$ cat src/hw/pwm_unit_pkg.sv
package pwm_unit_pkg;

  // Register indices; the byte address on the bus is four times the index
  localparam logic [7:0] WIDE_DUTY_HIGH_IDX = 8'hF0;
  localparam logic [7:0] WIDE_DUTY_LOW_IDX  = 8'hF1;
  localparam logic [7:0] NARROW_DUTY_A_IDX  = 8'hF2;
  localparam logic [7:0] NARROW_DUTY_B_IDX  = 8'hF3;
  localparam logic [7:0] OUTPUT_SELECT_IDX  = 8'hF5;
  localparam logic [7:0] PORT_SIX_DIR_IDX   = 8'hEF;
  localparam int         ADDR_W             = 10;
  localparam int         BYTE_SHIFT         = 2;

  // Field layout
  localparam int WIDE_W        = 14;
  localparam int FINE_W        = 6;
  localparam int COARSE_W      = 8;
  localparam int NARROW_W      = 6;
  localparam int PENDING_BIT   = 7;
  localparam int FIRST_PIN_BIT = 1;
  localparam int PIN_COUNT     = 3;

  // Reset values
  localparam logic [7:0]  REG_RESET  = 8'h00;
  localparam logic [13:0] WIDE_RESET = 14'h0000;

  // Timing: step is the main clock divided by 25, 500 ns at the reference rate
  localparam int SYS_CLK_MHZ    = 50;
  localparam int STEP_NS        = 500;
  localparam int STEP_CYC       = STEP_NS * SYS_CLK_MHZ / 1000;
  localparam int PRESCALE_W     = 5;
  localparam logic [4:0] PRESCALE_LAST = 5'(STEP_CYC - 1);

  // Wide period 8192 us = 64 short intervals of 256 steps (128 us)
  localparam int WIDE_PERIOD_US  = 8192;
  localparam int SHORT_PERIOD_US = 128;
  localparam logic [13:0] WIDE_LAST_STEP = 14'h3FFF;

  // Narrow period 1024 us = 64 segments of 16 us (32 steps)
  localparam int NARROW_PERIOD_US = 1024;
  localparam int NARROW_SEG_US    = 16;
  localparam logic [10:0] NARROW_LAST_STEP = 11'h7FF;

endpackage

$ cat src/hw/dual_resolution_pwm_unit.sv
// How it works
// One 14-bit and two 6-bit modulated outputs.
// Wide step 500 ns, period 8192 us.
// Narrow step 16 us, period 1024 us.
// Shared timing from main clock divided by 25.
// Software sets select and direction bits.
// Software writes wide high byte, then low.
// Narrow duty writes keep bits 0 to 5.
// Registers copy into latches at period end.
// Duty reads return latch contents.
// Wide low bit 7 flags pending transfer.
// Narrow period has 64 binary-weighted segments.
// Narrow high time 0/64 to 63/64.
// Wide latch splits coarse and fine.
// Coarse value gives high steps per interval.
// Fine bits add a step in chosen intervals.
// Each interval high time is N or N+1.
// Pins float after reset until enabled.
// Low byte write arms wide transfer.
`timescale 1ns/1ps
module dual_resolution_pwm_unit
  import pwm_unit_pkg::*;
(
  // Clock and reset
  input  wire logic                 sys_clk,
  input  wire logic                 resetn,
  // Avalon-MM slave
  input  wire logic [ADDR_W-1:0]    address,
  input  wire logic                 read,
  input  wire logic                 write,
  input  wire logic [7:0]           writedata,
  output logic      [7:0]           readdata,
  output logic                      waitrequest,
  // Port six bits 1 to 3
  output logic      [PIN_COUNT-1:0] portSixOut,
  output logic      [PIN_COUNT-1:0] portSixOe
);

  logic [4:0]            prescale_r;
  logic                  stepTick;
  logic [WIDE_W-1:0]     stepCnt_r;
  logic                  wideEnd;
  logic                  narrowEnd;
  logic [7:0]            regIdx;
  logic                  mapped;
  logic                  accept;
  logic                  waitReq_r;
  logic [7:0]            readData_r;
  logic [7:0]            readData_nxt;
  logic [COARSE_W-1:0]   wideHigh_r;
  logic [FINE_W-1:0]     wideLow_r;
  logic [WIDE_W-1:0]     wideLatch_r;
  logic                  widePending_r;
  logic                  wideLowWrite;
  logic [NARROW_W-1:0]   narrowReg_r   [2];
  logic [NARROW_W-1:0]   narrowLatch_r [2];
  logic [1:0]            narrowPending_r;
  logic [1:0]            narrowRaw;
  logic [PIN_COUNT-1:0]  select_r;
  logic [PIN_COUNT-1:0]  direction_r;
  logic [PIN_COUNT-1:0]  pinLevel;
  logic [PIN_COUNT-1:0]  pinOut_r;
  logic [PIN_COUNT-1:0]  pinOe_r;
  logic                  wideRaw;
  logic                  wideExtra;
  logic [8:0]            wideHighSteps;
  logic [5:0]            interval;
  logic [7:0]            stepInInterval;
  logic [5:0]            segment;

  // Picks the duty bit owning a slot: lowest set bit k of the slot selects
  // bit 5-k, so slot 0 is never owned and a full-high period cannot occur.
  function automatic logic weightedBit(input logic [5:0] slot, input logic [5:0] duty);
    logic r;
    r = 1'b0;
    for (int k = 5; k >= 0; k--) begin
      if (slot[k]) begin
        r = duty[5-k];
      end
    end
    return r;
  endfunction

  // clock divided by 25 as step
  always_ff @(posedge sys_clk or negedge resetn) begin
    if (!resetn) begin
      prescale_r <= 5'h00;
    end else if (prescale_r == PRESCALE_LAST) begin
      prescale_r <= 5'h00;
    end else begin
      prescale_r <= prescale_r + 5'h01;
    end
  end

  assign stepTick = (prescale_r == PRESCALE_LAST);

  // one counter spans the wide period
  always_ff @(posedge sys_clk or negedge resetn) begin
    if (!resetn) begin
      stepCnt_r <= 14'h0000;
    end else if (stepTick) begin
      stepCnt_r <= stepCnt_r + 14'h0001;
    end
  end

  // narrow period is the low eleven bits
  assign wideEnd   = stepTick && (stepCnt_r == WIDE_LAST_STEP);
  assign narrowEnd = stepTick && (stepCnt_r[10:0] == NARROW_LAST_STEP);

  // Bus decode; non-word-aligned addresses are unmapped
  assign regIdx = address[ADDR_W-1:BYTE_SHIFT];
  assign mapped = (address[BYTE_SHIFT-1:0] == 2'b00) &&
                  ((regIdx == WIDE_DUTY_HIGH_IDX) || (regIdx == WIDE_DUTY_LOW_IDX) ||
                   (regIdx == NARROW_DUTY_A_IDX)  || (regIdx == NARROW_DUTY_B_IDX) ||
                   (regIdx == OUTPUT_SELECT_IDX)  || (regIdx == PORT_SIX_DIR_IDX));
  assign accept = !waitReq_r && (read || write);

  // One wait cycle per access keeps waitrequest registered
  always_ff @(posedge sys_clk or negedge resetn) begin
    if (!resetn) begin
      waitReq_r <= 1'b1;
    end else begin
      waitReq_r <= !((read || write) && waitReq_r);
    end
  end

  // duty reads show latches, not registers
  always_comb begin
    readData_nxt = 8'h00;
    if (mapped) begin
      case (regIdx)
        WIDE_DUTY_HIGH_IDX: readData_nxt = wideLatch_r[WIDE_W-1:FINE_W];
        // pending flag in bit 7
        WIDE_DUTY_LOW_IDX:  readData_nxt = {widePending_r, 1'b0, wideLatch_r[FINE_W-1:0]};
        NARROW_DUTY_A_IDX:  readData_nxt = {2'b00, narrowLatch_r[0]};
        NARROW_DUTY_B_IDX:  readData_nxt = {2'b00, narrowLatch_r[1]};
        OUTPUT_SELECT_IDX:  readData_nxt = {4'h0, select_r, 1'b0};
        PORT_SIX_DIR_IDX:   readData_nxt = {4'h0, direction_r, 1'b0};
        default:            readData_nxt = 8'h00;
      endcase
    end
  end

  always_ff @(posedge sys_clk or negedge resetn) begin
    if (!resetn) begin
      readData_r <= REG_RESET;
    end else if (read && waitReq_r) begin
      readData_r <= readData_nxt;
    end
  end

  // high byte is a plain store
  always_ff @(posedge sys_clk or negedge resetn) begin
    if (!resetn) begin
      wideHigh_r <= REG_RESET;
      wideLow_r  <= 6'h00;
    end else if (accept && write && mapped) begin
      if (regIdx == WIDE_DUTY_HIGH_IDX) begin
        wideHigh_r <= writedata;
      end
      if (regIdx == WIDE_DUTY_LOW_IDX) begin
        wideLow_r <= writedata[FINE_W-1:0];
      end
    end
  end

  assign wideLowWrite = accept && write && mapped && (regIdx == WIDE_DUTY_LOW_IDX);

  // low write arms; a write in the boundary cycle stays armed
  always_ff @(posedge sys_clk or negedge resetn) begin
    if (!resetn) begin
      widePending_r <= 1'b0;
    end else if (wideLowWrite) begin
      widePending_r <= 1'b1;
    end else if (wideEnd) begin
      widePending_r <= 1'b0;
    end
  end

  // wide transfer at period repeat
  always_ff @(posedge sys_clk or negedge resetn) begin
    if (!resetn) begin
      wideLatch_r <= WIDE_RESET;
    end else if (wideEnd && widePending_r) begin
      wideLatch_r <= {wideHigh_r, wideLow_r};
    end
  end

  assign segment = stepCnt_r[10:5];

  generate
    for (genvar c = 0; c < 2; c++) begin : g_narrow
      logic chanWrite;
      assign chanWrite = accept && write && mapped &&
                         (regIdx == (NARROW_DUTY_A_IDX + 8'(c)));

      // upper two bits dropped
      always_ff @(posedge sys_clk or negedge resetn) begin
        if (!resetn) begin
          narrowReg_r[c] <= 6'h00;
        end else if (chanWrite) begin
          narrowReg_r[c] <= writedata[NARROW_W-1:0];
        end
      end

      // latch moves only after a write
      always_ff @(posedge sys_clk or negedge resetn) begin
        if (!resetn) begin
          narrowPending_r[c] <= 1'b0;
        end else if (chanWrite) begin
          narrowPending_r[c] <= 1'b1;
        end else if (narrowEnd) begin
          narrowPending_r[c] <= 1'b0;
        end
      end

      // narrow transfer at period repeat
      always_ff @(posedge sys_clk or negedge resetn) begin
        if (!resetn) begin
          narrowLatch_r[c] <= 6'h00;
        end else if (narrowEnd && narrowPending_r[c]) begin
          narrowLatch_r[c] <= narrowReg_r[c];
        end
      end

      // binary-weighted segment selection
      // segment 0 never high
      assign narrowRaw[c] = weightedBit(segment, narrowLatch_r[c]);
    end
  endgenerate

  // coarse and fine split
  assign interval       = stepCnt_r[13:8];
  assign stepInInterval = stepCnt_r[7:0];
  // fine bit owns chosen intervals
  assign wideExtra      = weightedBit(interval, wideLatch_r[FINE_W-1:0]);
  // coarse steps every interval
  // plus at most one step
  assign wideHighSteps  = {1'b0, wideLatch_r[WIDE_W-1:FINE_W]} + {8'h00, wideExtra};
  assign wideRaw        = ({1'b0, stepInInterval} < wideHighSteps);

  // three waveforms to pins
  assign pinLevel = {narrowRaw[1], narrowRaw[0], wideRaw};

  // select and direction registers
  always_ff @(posedge sys_clk or negedge resetn) begin
    if (!resetn) begin
      select_r    <= 3'h0;
      direction_r <= 3'h0;
    end else if (accept && write && mapped) begin
      if (regIdx == OUTPUT_SELECT_IDX) begin
        select_r <= writedata[FIRST_PIN_BIT +: PIN_COUNT];
      end
      if (regIdx == PORT_SIX_DIR_IDX) begin
        direction_r <= writedata[FIRST_PIN_BIT +: PIN_COUNT];
      end
    end
  end

  generate
    for (genvar p = 0; p < PIN_COUNT; p++) begin : g_pin
      // pin floats until both bits set
      always_ff @(posedge sys_clk or negedge resetn) begin
        if (!resetn) begin
          pinOut_r[p] <= 1'b0;
          pinOe_r[p]  <= 1'b0;
        end else begin
          pinOut_r[p] <= pinLevel[p];
          pinOe_r[p]  <= select_r[p] && direction_r[p];
        end
      end
    end
  endgenerate

  assign readdata    = readData_r;
  assign waitrequest = waitReq_r;
  assign portSixOut  = pinOut_r;
  assign portSixOe   = pinOe_r;

  accept_pulse_a: assert property (@(posedge sys_clk) disable iff (!resetn)
    !waitReq_r |=> waitReq_r)
    else $error("waitrequest low for more than one cycle");

  step_spacing_a: assert property (@(posedge sys_clk) disable iff (!resetn)
    stepTick |=> !stepTick [*8])
    else $error("step tick came too soon");

  arm_on_low_a: assert property (@(posedge sys_clk) disable iff (!resetn)
    wideLowWrite |=> widePending_r)
    else $error("low byte write did not arm transfer");

  pending_clear_a: assert property (@(posedge sys_clk) disable iff (!resetn)
    (wideEnd && !wideLowWrite) |=> !widePending_r)
    else $error("pending flag not cleared at period end");

  wide_transfer_a: assert property (@(posedge sys_clk) disable iff (!resetn)
    (wideEnd && widePending_r) |=> (wideLatch_r == {$past(wideHigh_r), $past(wideLow_r)}))
    else $error("wide latch missed the transfer");

  latch_hold_a: assert property (@(posedge sys_clk) disable iff (!resetn)
    !wideEnd |=> $stable(wideLatch_r))
    else $error("wide latch changed mid period");

  narrow_never_full_a: assert property (@(posedge sys_clk) disable iff (!resetn)
    (segment == 6'h00) |-> (narrowRaw == 2'b00))
    else $error("narrow output high in segment zero");

  wide_bound_a: assert property (@(posedge sys_clk) disable iff (!resetn)
    ({1'b0, stepInInterval} > {1'b0, wideLatch_r[13:6]}) |-> !wideRaw)
    else $error("wide high time beyond coarse plus one");

  narrow_mask_a: assert property (@(posedge sys_clk) disable iff (!resetn)
    (accept && write && mapped && regIdx == NARROW_DUTY_A_IDX)
      |=> (narrowReg_r[0] == $past(writedata[5:0])))
    else $error("narrow register did not keep low six bits");

  pin_float_a: assert property (@(posedge sys_clk) disable iff (!resetn)
    !(select_r[0] && direction_r[0]) |=> !portSixOe[0])
    else $error("wide pin driven without select and direction");

  narrow_latch_hold_a: assert property (@(posedge sys_clk) disable iff (!resetn)
    !narrowEnd |=> $stable(narrowLatch_r[0]))
    else $error("narrow latch changed mid period");

  narrow_transfer_a: assert property (@(posedge sys_clk) disable iff (!resetn)
    (narrowEnd && narrowPending_r[0]) |=> (narrowLatch_r[0] == $past(narrowReg_r[0])))
    else $error("narrow latch missed the transfer");

  narrow_odd_seg_a: assert property (@(posedge sys_clk) disable iff (!resetn)
    segment[0] |-> (narrowRaw[0] == narrowLatch_r[0][5]))
    else $error("odd segment not owned by top duty bit");

  pin_follow_a: assert property (@(posedge sys_clk) disable iff (!resetn)
    1'b1 |=> (portSixOut == $past(pinLevel)))
    else $error("pin level does not follow waveform");

  pin_enable_a: assert property (@(posedge sys_clk) disable iff (!resetn)
    1'b1 |=> (portSixOe == $past(select_r & direction_r)))
    else $error("pin enable does not follow select and direction");

  latch_read_a: assert property (@(posedge sys_clk) disable iff (!resetn)
    (read && waitReq_r && mapped && regIdx == NARROW_DUTY_B_IDX)
      |=> (readdata == {2'b00, $past(narrowLatch_r[1])}))
    else $error("narrow read did not return latch");

  pending_read_a: assert property (@(posedge sys_clk) disable iff (!resetn)
    (read && waitReq_r && mapped && regIdx == WIDE_DUTY_LOW_IDX)
      |=> (readdata[PENDING_BIT] == $past(widePending_r)))
    else $error("low byte read did not show pending flag");

endmodule

$ cat config.mk
export PLATFORM = sky130hd
export DESIGN_NAME = dual_resolution_pwm_unit
export DESIGN_NICKNAME = d
export VERILOG_FILES = /design/src/hw/pwm_unit_pkg.sv /design/src/hw/dual_resolution_pwm_unit.sv
export SDC_FILE = /design/constraint.sdc
export NUM_CORES = 1
export LEC_CHECK = 0
export ABC_AREA = 1
export ABC_CLOCK_PERIOD_IN_PS = 6150
export BUFFER_PORTS_ARGS = -buffer_cell sky130_fd_sc_hd__buf_2
export CAP_MARGIN = 20
export CORE_UTILIZATION = 40
export DETAILED_ROUTE_END_ITERATION = 6
export HOLD_SLACK_MARGIN = 0.08
export PLACE_DENSITY_LB_ADDON = 0.3
export SYNTH_ARGS = -nofsm -noshare
export SYNTH_HDL_FRONTEND = slang
export SYNTH_SLANG_ARGS = --single-unit
$ cat constraint.sdc
create_clock -name sys_clk -period 6.15 [get_ports sys_clk]
set_input_delay 1.23 -clock sys_clk [delete_from_list [all_inputs] [get_ports sys_clk]]
set_output_delay 1.23 -clock sys_clk [all_outputs]
set_load 0.03 [all_outputs]
; ---- After elaboration in Yosys (flattened, before gate mapping)
; Cells that the tools add are included.
[totals]
regBits = 95
input_bits = 22
out_inout_bits = 15
word_cells = 94
[op_classes]
add_sub_neg = 3
n_lt_le_gt_ge = 1
eq_ne = 9
n_mux = 26
reduce_logical = 33
[ops]
columns = cell, n
row1 = $eq A8 B8 Y1 const B, 6
row2 = $pmux W8 S6, 1
row3 = $mux W1, 23
row4 = $logic_and A1 B1 Y1, 17
row5 = $add A14 B1 Y14 const B, 1
row6 = $eq A14 B14 Y1 const B, 1
row7 = $eq A11 B11 Y1 const B, 1
row8 = $add A8 B1 Y9, 1
row9 = $lt A8 B9 Y1, 1
row10 = $mux W8, 1
row11 = $reduce_and A2 Y1, 4
row12 = $logic_or A1 B1 Y1, 6
row13 = $reduce_bool A2 Y1, 3
row14 = $add A5 B1 Y5 const B, 1
row15 = $eq A5 B5 Y1 const B, 1
row16 = $mux W5, 1
row17 = $logic_not A1 Y1, 2
row18 = $logic_not A2 Y1, 1

; ---- Longest topological paths before layout
; Gate-level depths: netlist of the first run.
[logic_depth]
depth_word = 10
ltp_mapped = 18
mapped_depth_nobuf = 18

; ---- Worst setup path before layout of the first run
; No wires, ideal clock.
[synth_timing]
kind = input -> register
from = input address[8]
to = register wideHigh_r[0]
setup_time_ns = 0.065
arrival_ns = 2.255
t_required_ns = 6.085
slack_ns = 3.829
cell_stages = 8
path_buffers = 0
cell_sequence = nand2_1 > nor2_4 > nand2_1 > nand3_4 > nand3_4 > nor2_4 > nand2_1 > nand2_1
[synth_between]
elab_chain_len = 9
word_cells_on_any_way = 14
classes_between = eq/ne (6) / reduce/logical (8)
[synth_rtl]
columns = item, line
row1 = "start, declared", dual_resolution_pwm_unit.sv:28  ; input wire logic [ADDR_W-1:0] address,
row2 = $eq A8 B8 Y1 (on tied branches), "dual_resolution_pwm_unit.sv:113, dual_resolution_pwm_unit.sv:158"
row3 = $logic_or A1 B1 Y1 (2 in series), dual_resolution_pwm_unit.sv:113  ; ((regIdx == WIDE_DUTY_HIGH_IDX) || (regIdx == WIDE_DUTY_LOW_IDX) ||
row4 = $logic_or A1 B1 Y1 (2 in series), dual_resolution_pwm_unit.sv:114  ; (regIdx == NARROW_DUTY_A_IDX) || (regIdx == NARROW_DUTY_B_IDX) ||
row5 = $logic_or A1 B1 Y1, dual_resolution_pwm_unit.sv:115  ; (regIdx == OUTPUT_SELECT_IDX) || (regIdx == PORT_SIX_DIR_IDX));
row6 = $logic_and A1 B1 Y1, dual_resolution_pwm_unit.sv:112  ; assign mapped = (address[BYTE_SHIFT-1:0] == 2'b00) &&
row7 = $logic_and A1 B1 Y1, dual_resolution_pwm_unit.sv:157  ; end else if (accept && write && mapped) begin
row8 = $reduce_and A2 Y1 (no source line) (*), --
row9 = "end signal, assigned", dual_resolution_pwm_unit.sv:159  ; wideHigh_r <= writedata;
row10 = "end, declared", dual_resolution_pwm_unit.sv:50  ; logic [COARSE_W-1:0] wideHigh_r;
; Mark *: on every way between the ends. The rest lies on a longest branch, timed or not.
; A chain may end at the register's enable or synchronous reset.

; ---- Worst setup path after layout of the first run
[layout_timing]
from = register stepCnt_r[12]
to = register pinOut_r[0], in the netlist portSixOut[0]
[layout_between]
elab_chain_len = 7
[layout_rtl]
columns = item, line
row1 = "start, declared", dual_resolution_pwm_unit.sv:41  ; logic [WIDE_W-1:0] stepCnt_r;
row2 = "start signal, assigned", dual_resolution_pwm_unit.sv:102  ; stepCnt_r <= stepCnt_r + 14'h0001;
row3 = $mux W1 (5 in series), dual_resolution_pwm_unit.sv:77  ; if (slot[k]) begin
row4 = $add A8 B1 Y9, dual_resolution_pwm_unit.sv:239  ; assign wideHighSteps = {1'b0, wideLatch_r[WIDE_W-1:FINE_W]} + {8'h00, wideExtra};
row5 = $lt A8 B9 Y1, dual_resolution_pwm_unit.sv:240  ; assign wideRaw = ({1'b0, stepInInterval} < wideHighSteps);
row6 = via wideRaw, dual_resolution_pwm_unit.sv:64  ; logic wideRaw;
row7 = "end signal, assigned by index", dual_resolution_pwm_unit.sv:268  ; pinOut_r[p] <= pinLevel[p];
row8 = "end, declared", dual_resolution_pwm_unit.sv:62  ; logic [PIN_COUNT-1:0] pinOut_r;
; The timed path passes the listed nets, and every way through them passes these cells.

==> results of run 1 <==
[cells by family (layout without fill, tap and decap cells)]
group                      Yosys count  after routing  synth area share [%]
AOI/OAI and AO/OA                   28             28                  3.06
xor gates and xnor gates            19             19                  3.45
DFF                                 95             95                  49.3
and+or+nand+nor                    393            393                  36.4
adders and majority gates           12             12                  3.11
buffers and inverters               53             96                  4.67
[synthesized netlist by cell type]
cell type	number
nand2_1	259
dfrtp_1	94
nand3_1	65
inv_1	38
nor2_1	32
o21ai_0	15
xor2_1	15
ha_1	12
nand4_1	11
a21oi_1	10
nor2_4	8
inv_2	5
clkbuf_1	4
nor2_2	4
xnor2_1	4
buf_2	3
buf_6	3
nor3_4	3
nand2_2	2
nand3_4	2
nand3b_1	2
nor3_1	2
nor3_2	2
o211ai_1	2
a21o_1	1
dfstp_2	1
nand3_2	1
[flip-flops by register name, indices dropped and copies added (netlist names), 5 cells and up]
signal,count
readdata,8
wideHigh_r,8
stepCnt_r,14
narrowLatch_r,12
prescale_r,5
narrowReg_r,12
wideLatch_r,14
wideLow_r,6
[worst paths after layout]
| path | start | end | depth (start not counted) |
|---|---|---|---|
| setup / recovery | stepCnt_r[12]$_DFFE_PN0N_ | portSixOut[0]$_DFF_PN0_ | 18 |
| hold / removal | readdata[2]$_DFFE_PN0P_ | readdata[2]$_DFFE_PN0P_ | 2 |
| setup reg to reg | stepCnt_r[12]$_DFFE_PN0N_ | portSixOut[0]$_DFF_PN0_ | 18 |
| hold reg to reg | readdata[2]$_DFFE_PN0P_ | readdata[2]$_DFFE_PN0P_ | 2 |
| max in group asynchronous | resetn | select_r[0]$_DFFE_PN0P_ | 2 |
| min in group asynchronous | resetn | stepCnt_r[5]$_DFFE_PN0N_ | 1 |
[stage by stage]
| stage | std cells | instance area (µm²) | utilization, % | hold slack (ns) |
|---|---|---|---|---|
| 2_1_floorplan | 600 | 4820 | - | 0.441 |
| 3_3_place_gp | 770 | 5130 | 44.3 | 0.457 |
| 3_5_place_dp | 770 | 5130 | 44.3 | 0.465 |
| 4_1_cts | 786 | 5430 | 47.0 | 0.482 |
| 5_1_grt | 786 | 5430 | 47.0 | 0.495 |
| 6_report | 786 | 5430 | 47.0 | 0.482 |
[worst max-delay path, delay by kind of cell, from the launching register on]
family	cells	cell delay, ns
adders and majority gates	2	0.47
buffers and inverters	2	0.18
xor gates and xnor gates	1	0.16
AOI/OAI and AO/OA	2	0.21
and+or+nand+nor	11	0.98
DFF	1	0.42
[report_power, final]
group	internal, mW	switching, mW	total (mW)	leakage, nW
clock network	0.319	0.248	0.568	0.144
logic	0.00860	0.0309	0.0395	1.46
registers	0.626	0.000662	0.626	1.30
total	0.954	0.280	1.23	2.90
[layer usage]
layer / share of wire (%) / global-route usage [%] / up-vias
met5: 0 / 0 / -
met4: 1.4 / 4.95 / 0
met3: 3.5 / 3.32 / 12
met2: 49 / 32.7 / 89
met1: 46 / 25.0 / 1870
li1: - / - / 1992
[cell type report]
| cell class | instances | area (µm²) | share of cell area (%) |
|---|---|---|---|
| Clock buffer | 9 | 225 | 4.15 |
| Clock inverter | 7 | 78.8 | 1.45 |
| Inverter | 43 | 161 | 2.97 |
| Multi-Input combinational cell | 452 | 2220 | 40.8 |
| Sequential cell | 95 | 2380 | 43.8 |
| Tap cell | 143 | 179 | 3.29 |
| Timing Repair Buffer | 37 | 190 | 3.50 |
==> metrics.cfg, run 1 <==
[synth]
synth_cells=600
synth_top_area_share_pct=48.8
syn_area_um2=4820
synth-seq-cells=95
synth_area_leaders=dfrtp_1 49%, nand2_1 20%, nand3_1 6.7%
netlist-cell-type-count=27
ys_seq_area_share_pct=49.3
yosys.area.top_type=dfrtp_1
syn_area_per_cell_um2=8.03
yosys_warnings=0
synth_fp_nets=634

[setup_path]
endpoint_kind=register
crit_chain=inv_1, nand3_1, nand3_1, o211ai_1, nand3_1, nand2_1, nand2_1, ha_1, nand2_1, nor2_1, nand3_1, xor2_1, ha_1, nand2_1, inv_1, nand4_1, a21oi_1, nor2_1
arrival_ns=2.75
slowest_delay_ns=0.42
regToRegSetupSlack_ns=3.62
cp.required_ns=6.38
cp_max_fo=5
criticalPathCategory=register to register
critPathLaunchType=register
crit_path_top_delay_cell=dfrtp_1

[clocking]
path_clk_slew_ns=0.07
post_cts_buffers=0
cts-htree-levels=3
worstSkewPairLatency_ns=0.34
clockBufferDepth=2
numCtsBuffers=9
post_cts_resized=0
cts_tree=done
clock-sinks=95
cts_root_buf=clkbuf_16
ctsHoldBuffers=0

[routing]
drt-wirelength-per-cell_um=14.2
drt_iter0_drc=198
drc=1
vias_per_cell=5.04
drtPass1Iterations=7
routed_wl_mm=11.1
vias=3963
ant_nets=0

[worst_hold_path]
min_path_type=register to register

[pwr]
powerDensity_nw_per_um2=227
finalPower_mw=1.23
ir_worst_vdd_mv=0.199
p_leak_nw=2.90

[timing]
fmax_ghz=0.396
period_needed_ns=2.53
post-route-period-util_pct=41.1
fin_ws_ns=3.62
setup-tns-final_ns=0
worstMarginPinSlew_ns=0.721
fin_skew_ns=0.0105
rsz0062_at_grt=false
slew_viol_final=0
slew_headroom_pct=51.9
finalHoldViolCount=0
setup-violations-final=0

[placement]
dp_slack_ns=3.35
portBuffers=36
dp_hpwl_mm=8.13
gp_congestion=0.890

[global_route]
grt_max_degree=58
grt_use_total_pct=19.1
grt_pass1_wl_mm=19.0
grt_pass1_vias=3919
grt-ovfl-total=0
antenna_found_initial=0

[floorplan]
start_util_pct=41.7
fp.dieH_um=112
fp-row-count=39
core_um2=11600
die_x_um=112
die_area_um2=12500
io_pins=37

[run_status]
status=finished, violations left
violations=design-rule violations

[finish]
drive_above_1_share_pct=12.6
final_common_cell=nand2_1
area_delta_synth_final_pct=12.6
mostFrequentLayoutCells=259 x nand2_1, 94 x dfrtp_1, 65 x nand3_1
fillCellCount=1109
nNetsFinal=672
insertedDiodeCount=0

[flow_run]
drv_cap=0

Note: power is estimated with default switching activity, not from simulation.
==> inputs of run 2 (changes only) <==
--- a/config.mk
+++ b/config.mk
@@ -6,7 +6,7 @@
 export NUM_CORES = 1
 export LEC_CHECK = 0
 export ABC_AREA = 1
-export ABC_CLOCK_PERIOD_IN_PS = 6150
+export ABC_CLOCK_PERIOD_IN_PS = 2400
 export BUFFER_PORTS_ARGS = -buffer_cell sky130_fd_sc_hd__buf_2
 export CAP_MARGIN = 20
 export CORE_UTILIZATION = 40
==> constraint.sdc (replaced) <==
create_clock -name sys_clk -period 2.4 [get_ports sys_clk]
set_input_delay 0.48 -clock sys_clk [delete_from_list [all_inputs] [get_ports sys_clk]]
set_output_delay 0.48 -clock sys_clk [all_outputs]
set_load 0.03 [all_outputs]
==> metrics.cfg, run 2 (synthesized netlist as in run 1, its figures left out) <==
[setup_path]
cp.required_ns=2.64
arrival_ns=2.61
endpoint_kind=register
critPathLaunchType=register
criticalPathCategory=register to register
cp_max_fo=4

[clocking]
worstSkewPairLatency_ns=0.35
clock-sinks=95
clockBufferDepth=2
cts-htree-levels=3
path_clk_slew_ns=0.07
cts_root_buf=clkbuf_16
cts_tree=done
numCtsBuffers=9

[run_status]
status=finished, violations left
violations=design-rule violations

[global_route]
grt_use_total_pct=19.5
grt_pass1_vias=3973
antenna_found_initial=0
grt_pass1_wl_mm=19.2
grt_max_degree=49
grt-ovfl-total=0

[pwr]
p_leak_nw=3.00
ir_worst_vdd_mv=0.343
powerDensity_nw_per_um2=562
finalPower_mw=3.16

[routing]
drt_iter0_drc=236
ant_nets=0
drt-wirelength-per-cell_um=14.4
drc=1
drtPass1Iterations=7
routed_wl_mm=11.5
vias=4084
vias_per_cell=5.11

[floorplan]
die_area_um2=12500
core_um2=11600
die_x_um=112
start_util_pct=41.7
fp-row-count=39
fp.dieH_um=112
io_pins=37

[placement]
portBuffers=36
dp_hpwl_mm=8.47
gp_congestion=0.876
place_area_um2=5210

[finish]
insertedDiodeCount=0
top_regs=stepCnt_r: 14 flops, wideLatch_r: 14 flops
area_delta_synth_final_pct=16.4
nNetsFinal=685
fillCellCount=1131
mostFrequentLayoutCells=256 x nand2_1, 93 x dfrtp_1, 62 x nand3_1
finalInstanceArea_um2=5610
multi_input_area_um2=2290
regArea_um2=2380
drive_above_1_share_pct=16.3
final_common_cell=nand2_1

[timing]
worstMarginPinSlew_ns=0.604
slew_headroom_pct=59.6
period_needed_ns=2.37
finalHoldViolCount=0
fmax_ghz=0.421
post-route-period-util_pct=98.9
setup-violations-final=0
slew_viol_final=0
rsz0062_at_grt=true
fin_skew_ns=0.0126

[worst_hold_path]
min_path_type=input port to async pin

[flow_run]
drv_cap=0

==> run 2: critical path: stages (launching register included) <==
cell,delay (ns)
dfrtp_1,0.42
inv_2,0.06
nand3_2,0.07
nand3_2,0.05
o211ai_1,0.08
nand3_1,0.10
nand2_1,0.09
nand2_2,0.09
ha_4,0.18
nand2_4,0.08
nor2_4,0.04
buf_6,0.12
xor2_2,0.13
ha_1,0.30
nand2_1,0.07
nor2_1,0.10
nand4_1,0.10
a21oi_1,0.13
nor2_1,0.05
==> run 2: final timing paths <==
kind                                                start                            to  slack (ns)  depth (start not counted)
max in group asynchronous                          resetn         waitrequest$_DFF_PN1_        1.61                          2
min in group sys_clk                                 read         waitrequest$_DFF_PN1_        0.29                          2
worst min-delay path                               resetn  narrowLatch_r[6]$_DFFE_PN0P_         0.1                          1
worst max-delay path            stepCnt_r[12]$_DFFE_PN0N_       portSixOut[0]$_DFF_PN0_        0.03                         18
worst min register to register    readdata[7]$_DFFE_PN0P_       readdata[7]$_DFFE_PN0P_        0.48                          2
worst max register to register  stepCnt_r[12]$_DFFE_PN0N_       portSixOut[0]$_DFF_PN0_        0.03                         18
==> run 2: metal layers <==
metal | vias up | wire (µm) | GRT usage [%]
met5 | - | 0 | 0
met2 | 83 | 5630 | 31.5
met1 | 1971 | 5260 | 26.3
li1 | 2018 | - | -
met3 | 12 | 462 | 4.03
met4 | 0 | 143 | 6.22
==> run 2: final cells by class <==
class	count	area share [%]
Clock buffer	10	4.26
Clock inverter	6	1.11
Inverter	43	2.88
Multi-Input combinational cell	452	40.7
Sequential cell	95	42.4
Tap cell	143	3.19
Timing Repair Buffer	50	5.42
==> run 2: what timing repair did <==
| item | in CTS | in global routing |
|---|---|---|
| buffers inserted | 1 | 2 |
| pin swaps | 0 | 11 |
| hold buffers | 0 | 0 |
| resized for setup | 1 | 18 |
| setup endpoints to repair | 1 | 1 |
==> run 2: stage by stage <==
| step | setup WS, ns | cells | hold slack [ns] | util (%) | setup TNS [ns] |
|---|---|---|---|---|---|
| 6_report | 0.0272 | 799 | 0.0996 | 48.5 | 0 |
| 5_1_grt | -0.141 | 799 | 0.133 | 48.5 | -0.141 |
| 4_1_cts | 0.00852 | 797 | 0.118 | 47.8 | 0 |
| 3_5_place_dp | -0.0491 | 780 | 0.460 | 45.1 | -0.0491 |
| 3_3_place_gp | 0.0821 | 780 | 0.461 | 45.1 | 0 |
| 2_1_floorplan | 0.166 | 600 | 0.184 | - | 0 |
==> run 2: power by group <==
part	total, mW	internal (mW)	switching, mW
clock network	1.44	0.759	0.682
logic	0.112	0.0297	0.0818
registers	1.60	1.60	0.00170
total	3.16	2.39	0.765
